==> config.mk <==
export PLATFORM = sky130hd
export DESIGN_NAME = cmsm_top
export DESIGN_NICKNAME = d
export VERILOG_FILES = /design/src/common/cmsm_pkg.sv /design/src/cmsm_top.sv /design/src/cmsm_fix.sv
export VERILOG_INCLUDE_DIRS = /design/src /design/src/common
export SDC_FILE = /design/constraint.sdc
export NUM_CORES = 1
export LEC_CHECK = 0
export ABC_AREA = 1
export BUFFER_PORTS_ARGS = -buffer_cell sky130_fd_sc_hd__buf_2
export CAP_MARGIN = 20
export CORE_MARGIN = 8
export CORE_UTILIZATION = 45
export DETAILED_ROUTE_END_ITERATION = 6
export HOLD_SLACK_MARGIN = 0.1
export PLACE_DENSITY = 0.67
export SKIP_CTS_REPAIR_TIMING = 1
export SLEW_MARGIN = 25
export SYNTH_ARGS = -nofsm -noshare
export SYNTH_HDL_FRONTEND = slang
export SYNTH_HIERARCHICAL = 1
export SYNTH_SLANG_ARGS = --single-unit
==> constraint.sdc <==
create_clock -name clk -period 4.5 [get_ports clk]
set_input_delay 0.675 -clock clk [delete_from_list [all_inputs] [get_ports clk]]
set_output_delay 0.675 -clock clk [all_outputs]
set_load 0.02 [all_outputs]
==> src/common/cmsm_params.svh <==
// Function
// - Repair mode fixes any frame holding one flipped bit via ECC syndrome.
// - Enhanced repair fixes one flipped bit or two adjacent flipped bits, unless the pair starts at bit 31.
// - Replace mode rewrites a located frame with original data from storage.
// - Each affected frame runs its own detect, correct, classify pass.
// - After configuration, boot then initialize; start-up ends at observation.
// - Boot time is mode independent; initialization time depends on mode.
// - Start-up happens once and is never repeated for later errors.
// - With classification built in, each corrected error is looked up and judged essential or not.
// - Classification or replace needs external storage that supplies data.
// - Only configuration memory errors are handled; others are ignored.
// - Error injection requests are optionally taken from an outside processor.
// - Injection requests are accepted only while observing and idle.
// - In observation, flagged errors are located before any correction.
`ifndef CMSM_PARAMS_SVH
`define CMSM_PARAMS_SVH
`define CMSM_CLK_MHZ       50
`define CMSM_BOOT_MS       110
`define CMSM_BOOT_CYC      (`CMSM_BOOT_MS * 1000 * `CMSM_CLK_MHZ)
`define CMSM_INIT_CYC_RR   64
`define CMSM_INIT_CYC_ENH  256
`define CMSM_FRAME_WORDS   8
`define CMSM_MODE_REPAIR   2'h0
`define CMSM_MODE_ENH      2'h1
`define CMSM_MODE_REPLACE  2'h2
`define CMSM_NB_ONE        2'h1
`define CMSM_NB_ADJ        2'h2
`define CMSM_NB_MULTI      2'h3
`define CMSM_TOP_BIT       5'h1F
`endif

==> src/common/cmsm_pkg.sv <==
package cmsm_pkg;

  typedef enum logic [11:0] {
    ST_IDLE    = 12'h001,
    ST_BOOT    = 12'h002,
    ST_INIT    = 12'h004,
    ST_OBSERVE = 12'h008,
    ST_LOCATE  = 12'h010,
    ST_RD      = 12'h020,
    ST_WR      = 12'h040,
    ST_FETCH   = 12'h080,
    ST_CLS     = 12'h100,
    ST_REPORT  = 12'h200
  } cmsm_state_t;

  typedef struct packed {
    logic        valid;
    logic        cfg_mem;
    logic        loc_valid;
    logic [1:0]  nbits;
    logic [15:0] frame;
    logic [7:0]  word;
    logic [4:0]  bit_idx;
  } cmsm_det_t;

  typedef struct packed {
    logic        valid;
    logic        write;
    logic [15:0] frame;
    logic [7:0]  word;
    logic [31:0] wdata;
  } cmsm_cap_req_t;

  typedef struct packed {
    logic        valid;
    logic        cls;
    logic [15:0] frame;
    logic [7:0]  word;
  } cmsm_ext_req_t;

  typedef struct packed {
    logic        valid;
    logic [15:0] frame;
    logic        corrected;
    logic        uncorrectable;
    logic        essential;
    logic        injected;
  } cmsm_rpt_t;

  function automatic logic [31:0] cmsm_bit_mask(input logic [4:0] b);
    cmsm_bit_mask = 32'h0000_0001 << b;
  endfunction

endpackage

==> src/cmsm_top.sv <==
`timescale 1ns/100ps
`default_nettype none
`include "cmsm_params.svh"
module cmsm_top
  import cmsm_pkg::*;
#(
  parameter logic [1:0] CORR_MODE   = `CMSM_MODE_REPAIR,
  parameter bit         CLASSIFY_EN = 1'b1,
  parameter bit         INJECT_EN   = 1'b1,
  parameter int         BOOT_CYC    = `CMSM_BOOT_CYC,
  parameter int         INIT_RR     = `CMSM_INIT_CYC_RR,
  parameter int         INIT_ENH    = `CMSM_INIT_CYC_ENH,
  parameter int         FRAME_WORDS = `CMSM_FRAME_WORDS
)(
  input  wire logic          clk,
  input  wire logic          srst,
  input  wire logic          user_mode,
  input  wire cmsm_det_t     det,
  output logic               det_ready,
  input  wire logic          inj_valid,
  input  wire logic [15:0]   inj_frame,
  input  wire logic [7:0]    inj_word,
  input  wire logic [4:0]    inj_bit,
  output logic               inj_ready,
  output cmsm_cap_req_t      cap_req,
  input  wire logic          cap_ack,
  input  wire logic [31:0]   cap_rdata,
  output cmsm_ext_req_t      ext_req,
  input  wire logic          ext_ack,
  input  wire logic [31:0]   ext_rdata,
  output cmsm_rpt_t          rpt,
  output logic               startup_done,
  output logic               busy
);
  localparam int INIT_CYC = (CORR_MODE == `CMSM_MODE_ENH) ? INIT_ENH
                                                          : INIT_RR;

  cmsm_state_t   st_r, st_nxt;
  logic [31:0]   cnt_r, cnt_nxt;
  logic          started_r, started_nxt;
  cmsm_det_t     det_r, det_nxt;
  logic          inj_r, inj_nxt;
  logic          ok_r, ok_nxt;
  logic          ess_r, ess_nxt;
  logic [7:0]    widx_r, widx_nxt;
  cmsm_cap_req_t cap_r, cap_nxt;
  cmsm_ext_req_t ext_r, ext_nxt;
  cmsm_rpt_t     rpt_r, rpt_nxt;
  logic [31:0]   fix_word;
  logic          fix_ok;
  logic          det_take;
  logic          inj_take;

  cmsm_fix u_fix (
    .mode  (CORR_MODE),
    .inj   (inj_r),
    .det   (det_r),
    .rdata (cap_rdata),
    .fixed (fix_word),
    .ok    (fix_ok)
  );

  assign det_ready    = (st_r == ST_OBSERVE);
  assign inj_ready    = INJECT_EN && (st_r == ST_OBSERVE) && !det.valid;
  assign det_take     = det_ready && det.valid;
  assign inj_take     = inj_ready && inj_valid;
  assign cap_req      = cap_r;
  assign ext_req      = ext_r;
  assign rpt          = rpt_r;
  assign startup_done = started_r;
  assign busy         = started_r && (st_r != ST_OBSERVE);

  always_comb begin
    st_nxt      = st_r;
    cnt_nxt     = cnt_r;
    started_nxt = started_r;
    det_nxt     = det_r;
    inj_nxt     = inj_r;
    ok_nxt      = ok_r;
    ess_nxt     = ess_r;
    widx_nxt    = widx_r;
    cap_nxt     = cap_r;
    ext_nxt     = ext_r;
    rpt_nxt     = rpt_r;
    rpt_nxt.valid = 1'b0;
    case (st_r)
      ST_IDLE: begin
        if (user_mode) begin
          st_nxt  = ST_BOOT;
          cnt_nxt = 32'(BOOT_CYC - 1);
        end
      end
      ST_BOOT: begin
        if (cnt_r == 32'h0) begin
          st_nxt  = ST_INIT;
          cnt_nxt = 32'(INIT_CYC - 1);
        end else begin
          cnt_nxt = cnt_r - 32'h1;
        end
      end
      ST_INIT: begin
        if (cnt_r == 32'h0) begin
          st_nxt      = ST_OBSERVE;
          started_nxt = 1'b1;
        end else begin
          cnt_nxt = cnt_r - 32'h1;
        end
      end
      ST_OBSERVE: begin
        // Errors outside configuration memory are dropped here
        if (det_take && det.cfg_mem) begin
          det_nxt = det;
          inj_nxt = 1'b0;
          st_nxt  = ST_LOCATE;
        end else if (inj_take) begin
          det_nxt = '{valid: 1'b1, cfg_mem: 1'b1, loc_valid: 1'b1,
                      nbits: `CMSM_NB_ONE, frame: inj_frame,
                      word: inj_word, bit_idx: inj_bit};
          inj_nxt = 1'b1;
          cap_nxt = '{valid: 1'b1, write: 1'b0, frame: inj_frame,
                      word: inj_word, wdata: 32'h0};
          st_nxt  = ST_RD;
        end
      end
      ST_LOCATE: begin
        ok_nxt = fix_ok;
        if (!fix_ok) begin
          ess_nxt = 1'b0;
          st_nxt  = ST_REPORT;
        end else if (CORR_MODE == `CMSM_MODE_REPLACE) begin
          widx_nxt = 8'h0;
          ext_nxt  = '{valid: 1'b1, cls: 1'b0, frame: det_r.frame,
                       word: 8'h0};
          st_nxt   = ST_FETCH;
        end else begin
          cap_nxt = '{valid: 1'b1, write: 1'b0, frame: det_r.frame,
                      word: det_r.word, wdata: 32'h0};
          st_nxt  = ST_RD;
        end
      end
      ST_RD: begin
        if (cap_ack) begin
          cap_nxt.write = 1'b1;
          cap_nxt.wdata = fix_word;
          st_nxt        = ST_WR;
        end
      end
      ST_FETCH: begin
        if (ext_ack) begin
          ext_nxt.valid = 1'b0;
          cap_nxt = '{valid: 1'b1, write: 1'b1, frame: det_r.frame,
                      word: widx_r, wdata: ext_rdata};
          st_nxt  = ST_WR;
        end
      end
      ST_WR: begin
        if (cap_ack) begin
          cap_nxt.valid = 1'b0;
          if (inj_r) begin
            ess_nxt = 1'b0;
            st_nxt  = ST_REPORT;
          end else if (CORR_MODE == `CMSM_MODE_REPLACE &&
                       widx_r != 8'(FRAME_WORDS - 1)) begin
            widx_nxt = widx_r + 8'h1;
            ext_nxt  = '{valid: 1'b1, cls: 1'b0, frame: det_r.frame,
                         word: widx_r + 8'h1};
            st_nxt   = ST_FETCH;
          end else begin
            st_nxt = ST_CLS;
          end
        end
      end
      ST_CLS: begin
        if (!CLASSIFY_EN) begin
          // Without lookup data every corrected error counts as essential
          ess_nxt = 1'b1;
          st_nxt  = ST_REPORT;
        end else if (!ext_r.valid) begin
          ext_nxt = '{valid: 1'b1, cls: 1'b1, frame: det_r.frame,
                      word: det_r.word};
        end else if (ext_ack) begin
          ext_nxt.valid = 1'b0;
          ess_nxt = ext_rdata[det_r.bit_idx];
          st_nxt  = ST_REPORT;
        end
      end
      ST_REPORT: begin
        rpt_nxt = '{valid: 1'b1, frame: det_r.frame,
                    corrected: ok_r && !inj_r,
                    uncorrectable: !ok_r && !inj_r,
                    essential: ess_r, injected: inj_r};
        st_nxt  = ST_OBSERVE;
      end
      default: st_nxt = ST_IDLE;
    endcase
    if (inj_nxt && st_r == ST_OBSERVE) begin
      ok_nxt = 1'b1;
    end
  end

  always_ff @(posedge clk) begin
    if (srst) begin
      st_r      <= ST_IDLE;
      cnt_r     <= 32'h0;
      started_r <= 1'b0;
      det_r     <= '0;
      inj_r     <= 1'b0;
      ok_r      <= 1'b0;
      ess_r     <= 1'b0;
      widx_r    <= 8'h0;
      cap_r     <= '0;
      ext_r     <= '0;
      rpt_r     <= '0;
    end else begin
      st_r      <= st_nxt;
      cnt_r     <= cnt_nxt;
      started_r <= started_nxt;
      det_r     <= det_nxt;
      inj_r     <= inj_nxt;
      ok_r      <= ok_nxt;
      ess_r     <= ess_nxt;
      widx_r    <= widx_nxt;
      cap_r     <= cap_nxt;
      ext_r     <= ext_nxt;
      rpt_r     <= rpt_nxt;
    end
  end
endmodule
`default_nettype wire

==> src/cmsm_fix.sv <==
`timescale 1ns/100ps
`default_nettype none
`include "cmsm_params.svh"
module cmsm_fix
  import cmsm_pkg::*;
(
  input  wire logic [1:0]  mode,
  input  wire logic        inj,
  input  wire cmsm_det_t   det,
  input  wire logic [31:0] rdata,
  output logic      [31:0] fixed,
  output logic             ok
);
  logic [31:0] mask;

  always_comb begin
    ok = 1'b0;
    if (inj) begin
      ok = 1'b1;
    end else if (det.loc_valid) begin
      case (mode)
        `CMSM_MODE_REPAIR:  ok = (det.nbits == `CMSM_NB_ONE);
        `CMSM_MODE_ENH:     ok = (det.nbits == `CMSM_NB_ONE) ||
                                 (det.nbits == `CMSM_NB_ADJ &&
                                  det.bit_idx != `CMSM_TOP_BIT);
        `CMSM_MODE_REPLACE: ok = 1'b1;
        default:            ok = 1'b0;
      endcase
    end
  end

  always_comb begin
    mask = cmsm_bit_mask(det.bit_idx);
    if (!inj && det.nbits == `CMSM_NB_ADJ) begin
      mask = mask | cmsm_bit_mask(5'(det.bit_idx + 5'h1));
    end
    fixed = rdata ^ mask;
  end
endmodule
`default_nettype wire

# After elaboration in Yosys (flattened, before gate mapping)
# Cells that the tools add are included.
# op_classes
addsub	2
magnitude_cmp	1
eq_ne	28
n_shift	2
n_mux	51
bitwise_logic	3
reduce_logical	31
# op_table
cell	n
$mux W58	4
$mux W32	7
$pmux W32 S4	1
$mux W12	10
$pmux W12 S10	1
$pmux W32 S3	1
$pmux W24 S3	1
$shl A1 B5 Y32 const A	2
$logic_not A32 Y1	1
$or A32 B32 Y32	1
$sub A32 B1 Y32 const B	1
$xor A32 B32 Y32	1
$ne A2 B2 Y1 const B	13
$mux W21	1
$mux W10	2
$mux W1	18
$reduce_and A6 Y1	3
$eq A12 B1 Y1 const B	1
$eq A12 B10 Y1 const B	1
$eq A12 B2 Y1 const B	1
$eq A12 B3 Y1 const B	1
$eq A12 B4 Y1 const B	1
$eq A12 B5 Y1 const B	1
$eq A12 B6 Y1 const B	1
other kinds (24)	43
# word_totals
ff_bits	185
out_inout_bits	109
word_cells	144

# Logic depth before layout (Yosys ltp)
# Gate-level depths: netlist (run 1).
# depth
word_depth	8
mapped_depth	18

# Hierarchy
# The synthesis (run 1) kept the hierarchy.
# by_module_without_submodules
module	instances	cells_per_inst	area_each_um2	seq_area_each_um2
cmsm_top	1	1295	8842.2	3683.5
cmsm_fix	1	287	1400.1	0.0

# Worst setup path after synthesis (run 1)
# Ideal clock, no wire load.
# synth_path
kind	register to register
start	register det_r[1] in the netlist's numbering
end	register cap_r (netlist bit cap_req[16])
t_arrival_ns	2.058
required_ns	4.430
setup_slack_ns	2.371
stages_incl_launch_ff	17
path_buffers	1
path_cell_list	dfxtp_1 buf_6 nand2_2 inv_2 nand2_4 inv_1 ha_1 inv_1 nor2_1 nand3_1 nand2_1 nand2_1 nand2_1 inv_1 nor2_1 nand4_1 a21oi_1
# synth_via
elab_chain_cells	7
# synth_rtl
element	line	rtl
start, declared	cmsm_top.sv:41	cmsm_det_t det_r, det_nxt;
start signal, assigned	cmsm_top.sv:218	det_r <= det_nxt;
$add A5 B1 Y5	cmsm_fix.sv:35	mask = mask | cmsm_bit_mask(5'(det.bit_idx + 5'h1));
$shl A1 B5 Y32	cmsm_pkg.sv:51	cmsm_bit_mask = 32'h0000_0001 << b;
$or A32 B32 Y32	cmsm_fix.sv:35	
$mux W32 (*)	cmsm_fix.sv:34	if (!inj && det.nbits == `CMSM_NB_ADJ) begin
$xor A32 B32 Y32 (*)	cmsm_fix.sv:37	fixed = rdata ^ mask;
net fix_word[16]	cmsm_top.sv:49	logic [31:0] fix_word;
$mux W32 (*)	cmsm_top.sv:142	if (cap_ack) begin
$pmux W32 S4 (*)	cmsm_top.sv:86	case (st_r)
end signal, assigned	cmsm_top.sv:223	cap_r <= cap_nxt;
end, declared	cmsm_top.sv:46	cmsm_cap_req_t cap_r, cap_nxt;
# Mark *: on every way through the listed nets, which the timed path passes. The rest lies on a longest branch. The select of a mux whose other input is x is not followed.
# A chain may end at the register's enable or synchronous reset.

# Worst setup path after layout (run 1)
# layout_path
start	register st_r[0]
end	register cap_r (netlist bit cap_req[16])
# layout_via
elab_chain_cells	5
# layout_rtl
element	line	rtl
start, declared	cmsm_top.sv:38	cmsm_state_t st_r, st_nxt;
start signal, assigned	cmsm_top.sv:215	st_r <= st_nxt;
$eq A12 B4 Y1	cmsm_top.sv:63, cmsm_top.sv:64, cmsm_top.sv:86	
$logic_and A1 B1 Y1, on equally long branches	cmsm_top.sv:65, cmsm_top.sv:64	
$logic_and A1 B1 Y1, on equally long branches	cmsm_top.sv:111, cmsm_top.sv:66	
$ne A2 B2 Y1 (no line) or $ne A2 B1 Y1 (tied branches)	n/a	
$reduce_and A6 Y1 (no line)	n/a	
# Parallel ways exist; a longest one is shown, timed or not.

==> summary.md, run 1 <==
| Metric | Value |
|---|---|
| Fin crit share | `67.9%` |
| Leak pwr | `5.78 nW` |
| Detailed Route Iter0 Violations | `796` |
| WP data required | `4.86 ns` |
| CP Class | `reg2reg` |
| Synthesized cell area | `10200 um2` |
| Final hold vios | `0` |
| Clock transition at the registers of the reported paths | `0.08 ns` |
| RSZ-0062 raised after global routing | `no` |
| Final core utilization | `53.9%` |
| Number of remaining DRC errors | `0` |
| CTS sink count | `182` |
| Routed WL per cell | `15.3 um` |
| Cells after Synth | `1576` |
| CTS tree | `yes` |
| Starting density of the core | `45.4%` |
| Via count | `10800` |
| Post-DP HPWL | `23200 um` |
| Status | `completed` |
| Ys Warns | `6` |
| Final WS setup | `1.45 ns` |
| Peak Freq | `327 MHz` |
| Max-cap violations | `0` |
| PortBufs | `241` |
| Inst Count DP | `2031` |
| Worst Path Arrival | `3.42 ns` |
| # setup viols final | `0` |
| TritonCTS Buffers | `17` |
| Number of global-route vias before repair | `10100` |
| Filler Cell Count | `2283` |
| GRT Residual Overflow | `0` |
| PwrDens | `381 nW/um2` |
| Total negative slack | `0 ns` |
| Layout area overhead | `18.8%` |
| H-tree level count | `4` |
| DRT Wirelength | `31700 um` |
| Tot GR Track Use | `22.4%` |
| Dpl ws | `1.47 ns` |
| Rel. slew slack | `36.0%` |
| First-pass GRT wire length | `51900 um` |
| CP Cell Sequence | `nor2_4 > nand2_2 > nor2_4 > nand2_2 > nand3_2 > nand3_4 > nand2_1 > a21oi_1` |
| Critical path endpoint category | `flip-flop` |
| TritonRoute pass-1 iters | `6` |
| Die ar. | `27700 um2` |
| Gpl congestion | `0.857` |
| DR vias/cell | `5.24` |
| Share of cells above drive strength 1 | `18.9%` |
| Slowest Stage Delay on Critical Path | `0.77 ns` |
| Die Height | `166 um` |
| Clock skew | `0.0178 ns` |
| Syn avg cell area | `6.46 um2` |
| Die W | `166 um` |
| Rows | `55` |
| Clk_lat worst skew | `0.44 ns` |
| ANT nets after route | `0` |
| Boundary pin count | `242` |
| Max Root-Sink Buffers | `2` |
| Max Slew Vio Count | `0` |
| Critical-path top delay cell | `nand3_2` |
| Pin count of the biggest net entering global routing | `70` |
| CP max FO | `51` |
| Worst-Margin Slew | `0.959 ns` |
| Post-route insts no fill | `2068` |
| Peak VDD IR | `0.260 mV` |
| Initial antenna violation count | `11` |
| Hold WC Path Type | `reg2reg` |
| CP Launch Type | `flip-flop` |
| CORE AREA | `22400 um2` |
| Root Driver | `clkbuf_16` |
| Nets@finish | `1903` |
| Final min period | `3.05 ns` |
==> path summary, 6_finish.rpt <==
path / from / end / slack, ns / depth (start not counted)
worst max-delay path: st_r[0] / cap_req[16] / 1.45 / 8
worst min-delay path: cap_req[32] / cap_req[32] / 0.45 / 2
worst max register to register: st_r[0] / cap_req[16] / 1.45 / 8
worst min register to register: cap_req[32] / cap_req[32] / 0.45 / 2
==> stage by stage <==
stage	hold slack [ns]	cell area, um2	power [mW]
3_5_place_dp	0.435	11400	3.09
4_1_cts	0.448	12100	4.63
2_1_floorplan	0.436	10200	2.79
5_1_grt	0.464	12100	4.88
6_report	0.447	12100	4.61
3_3_place_gp	0.429	11400	3.06
==> where the power goes <==
group / leakage (nW) / internal, mW / switching (mW)
Combinational: 4.01 / 0.406 / 0.839
Sequential: 1.47 / 1.72 / 0.0959
Clock: 0.298 / 0.761 / 0.786
Total: 5.78 / 2.89 / 1.72
==> layout by cell type, fill, tap and decap left out, drive strengths merged, types with 12 or more instances in the layout <==
master	n
nand4	78
nor3	12
dfxtp	182
buf	252
a21oi	120
inv	211
a31oi	28
clkbuf	17
nand3	92
nor2	211
nand2	348
o21ai	161
o211ai	16
==> critical path: cells and delay by family, from the launching register on <==
family	cells	cell delay, ns
AO/OA/AOI/OAI	1	0.13
AND/OR/NAND/NOR	7	2.43
flip-flops	1	0.41
==> flip-flops by register name, summed over array words and instances (netlist names) <==
register,cells
cap_req,58
cnt_r,32
st_r,9
rpt,21
ext_req,26
inj_r,1
ess_r,1
det_r,32
ok_r,1
startup_done,1
==> layout make-up <==
cell class / count / area (um2) / share of cell area (%)
multi-input cells: 1108 / 5390 / 44.6
flip-flops and latches: 182 / 3640 / 30.1
repair buffers: 252 / 1310 / 10.8
inverters: 205 / 771 / 6.37
clock buffers: 17 / 425 / 3.52
well taps: 285 / 357 / 2.95
clock inverters: 15 / 191 / 1.58
diodes: 4 / 10.0 / 0.0827
==> per-layer routing <==
metal / up-vias / part of all wire, % / track usage (%)
li1: 5550 / - / -
met1: 4885 / 44 / 27.6
met2: 340 / 47 / 37.2
met3: 44 / 7.9 / 7.12
met4: 16 / 1.3 / 6.07
met5: - / 0.27 / 0
Power figures use the tool's default switching activity.
==> run 2, diff against run 1 <==
--- a/config.mk
+++ b/config.mk
@@ -6,14 +6,14 @@
 export SDC_FILE = /design/constraint.sdc
 export NUM_CORES = 1
 export LEC_CHECK = 0
-export ABC_AREA = 1
+export ABC_AREA = 0
 export BUFFER_PORTS_ARGS = -buffer_cell sky130_fd_sc_hd__buf_2
 export CAP_MARGIN = 20
 export CORE_MARGIN = 8
 export CORE_UTILIZATION = 45
 export DETAILED_ROUTE_END_ITERATION = 6
 export HOLD_SLACK_MARGIN = 0.1
-export PLACE_DENSITY = 0.67
+export PLACE_DENSITY = 0.7
 export SKIP_CTS_REPAIR_TIMING = 1
 export SLEW_MARGIN = 25
 export SYNTH_ARGS = -nofsm -noshare
==> constraint.sdc (replaced) <==
create_clock -name clk -period 2.7 [get_ports clk]
set_input_delay 0.405 -clock clk [delete_from_list [all_inputs] [get_ports clk]]
set_output_delay 0.405 -clock clk [all_outputs]
set_load 0.02 [all_outputs]
==> summary.md, run 2 <==
| Metric | Value |
|---|---|
| CP max FO | `4` |
| WP data required | `2.30 ns` |
| P_sw | `2.30 mW` |
| Flop pwr share | `41.8%` |
| Hold WC Path Type | `in2reg` |
| Power share of the clock group | `35.5%` |
| Rel. slew slack | `42.3%` |
| Final hold vios | `0` |
| PortBufs | `241` |
| Initial antenna violation count | `5` |
| Critical path endpoint category | `output port` |
| Tot GR Track Use | `22.0%` |
| H-tree level count | `4` |
| Rows | `53` |
| Most frequent cells in the layout | `buf_2, dfxtp_1, nand2_1` |
| Pin count of the biggest net entering global routing | `113` |
| Die Height | `161 um` |
| Dpl cell area | `11100 um2` |
| Syn avg cell area | `8.16 um2` |
| Post-route cell area | `11800 um2` |
| Starting density of the core | `45.5%` |
| Worst hold slack | `0.230 ns` |
| Root Driver | `clkbuf_16` |
| Cells after Synth | `1164` |
| Worst Path Arrival | `2.14 ns` |
| CTS tree | `yes` |
| Gpl congestion | `0.876` |
| Routed WL per cell | `17.6 um` |
| Max Slew Vio Count | `0` |
| Final min period | `2.54 ns` |
| CTS sink count | `182` |
| Die W | `161 um` |
| Boundary pin count | `242` |
| DRT Wirelength | `29600 um` |
| Clock skew | `0.0150 ns` |
| # setup viols final | `0` |
| Number of global-route vias before repair | `8725` |
| Synthesized cell area | `9500 um2` |
| Total negative slack | `0 ns` |
| Peak Freq | `393 MHz` |
| RSZ-0062 raised after global routing | `no` |
| Layout area overhead | `23.8%` |
| ANT nets after route | `0` |
| Combinational share of power | `22.7%` |
| DR vias/cell | `5.57` |
| GRT Residual Overflow | `0` |
| Worst-Margin Slew | `0.859 ns` |
| CORE AREA | `20900 um2` |
| Fin crit share | `94.2%` |
| CP Class | `reg2out` |
| Max Root-Sink Buffers | `2` |
| Max reg flops | `58` |
| TritonCTS Buffers | `17` |
| Post-route insts no fill | `1681` |
| Nets@finish | `1526` |
| Inst Count DP | `1643` |
| Status | `completed` |
| Ys Warns | `6` |
| Commonest non-fill, non-tap cell in the layout | `buf_2` |
| Leak pwr | `5.07 nW` |
| Clk_lat worst skew | `0.44 ns` |
| First-pass GRT wire length | `46900 um` |
| TritonRoute pass-1 iters | `5` |
| Share of cells above drive strength 1 | `26.2%` |
| Number of remaining DRC errors | `0` |
| Max-cap violations | `0` |
| Detailed Route Iter0 Violations | `612` |
| Die ar. | `26000 um2` |
| P_int | `4.75 mW` |
| PwrDens | `600 nW/um2` |
| Via count | `9360` |
| Post-DP HPWL | `21600 um` |
| Net Sw Frac | `32.6%` |
| Peak VDD IR | `0.414 mV` |
| Clock transition at the registers of the reported paths | `0.08 ns` |
| CP Launch Type | `flip-flop` |
## run 2: cell type report
type,instances,area (um2)
inverters,46,173
fillers,1909,9130
diodes,4,10.0
flip-flops and latches,182,3640
well taps,275,344
repair buffers,295,1670
multi-input cells,847,5310
clock inverters,15,186
clock buffers,17,425
## run 2: metrics by stage
stage | utilization (%) | setup WS, ns | total power, mW
2_1_floorplan | - | 0.0488 | 4.01
3_3_place_gp | 53.1 | 0.251 | 4.53
3_5_place_dp | 53.1 | 0.197 | 4.55
4_1_cts | 56.0 | 0.0614 | 7.05
5_1_grt | 56.3 | 0.0114 | 7.42
6_report | 56.3 | 0.157 | 7.06
## run 2: per-layer routing
metal / up-vias / global-route usage, % / wire length [um]
met5: - / 0 / 28
li1: 4619 / - / -
met4: 6 / 7.15 / 618
met1: 4337 / 28.6 / 13000
met2: 356 / 34.4 / 13600
met3: 42 / 6.49 / 2450
## run 2: worst max-delay path, cell delays in order (launching register included)
cell     delay [ns]
dfxtp_1        0.32
or4_4          0.55
nor4_4         0.31
buf_4          0.18
nor2b_1        0.18
buf_4          0.17
## run 2: worst paths after layout
path                from          end  slack, ns  depth (start not counted)
max              st_r[9]    inj_ready       0.16                          5
min              det[31]    det_r[31]       0.23                          3
max reg2reg     det_r[1]  cap_req[31]       0.18                          9
min reg2reg  cap_req[22]  cap_req[22]       0.45                          2
## run 2: power by group through the flow
| stage | Combinational [mW] | Clock (mW) | Sequential [mW] |
|---|---|---|---|
| floorplan | 1.06 | 0 | 2.96 |
| global placement | 1.53 | 0 | 3.00 |
| detailed placement | 1.55 | 0 | 3.00 |
| CTS | 1.56 | 2.55 | 2.94 |
| global route | 1.78 | 2.68 | 2.97 |
| finish | 1.60 | 2.51 | 2.95 |
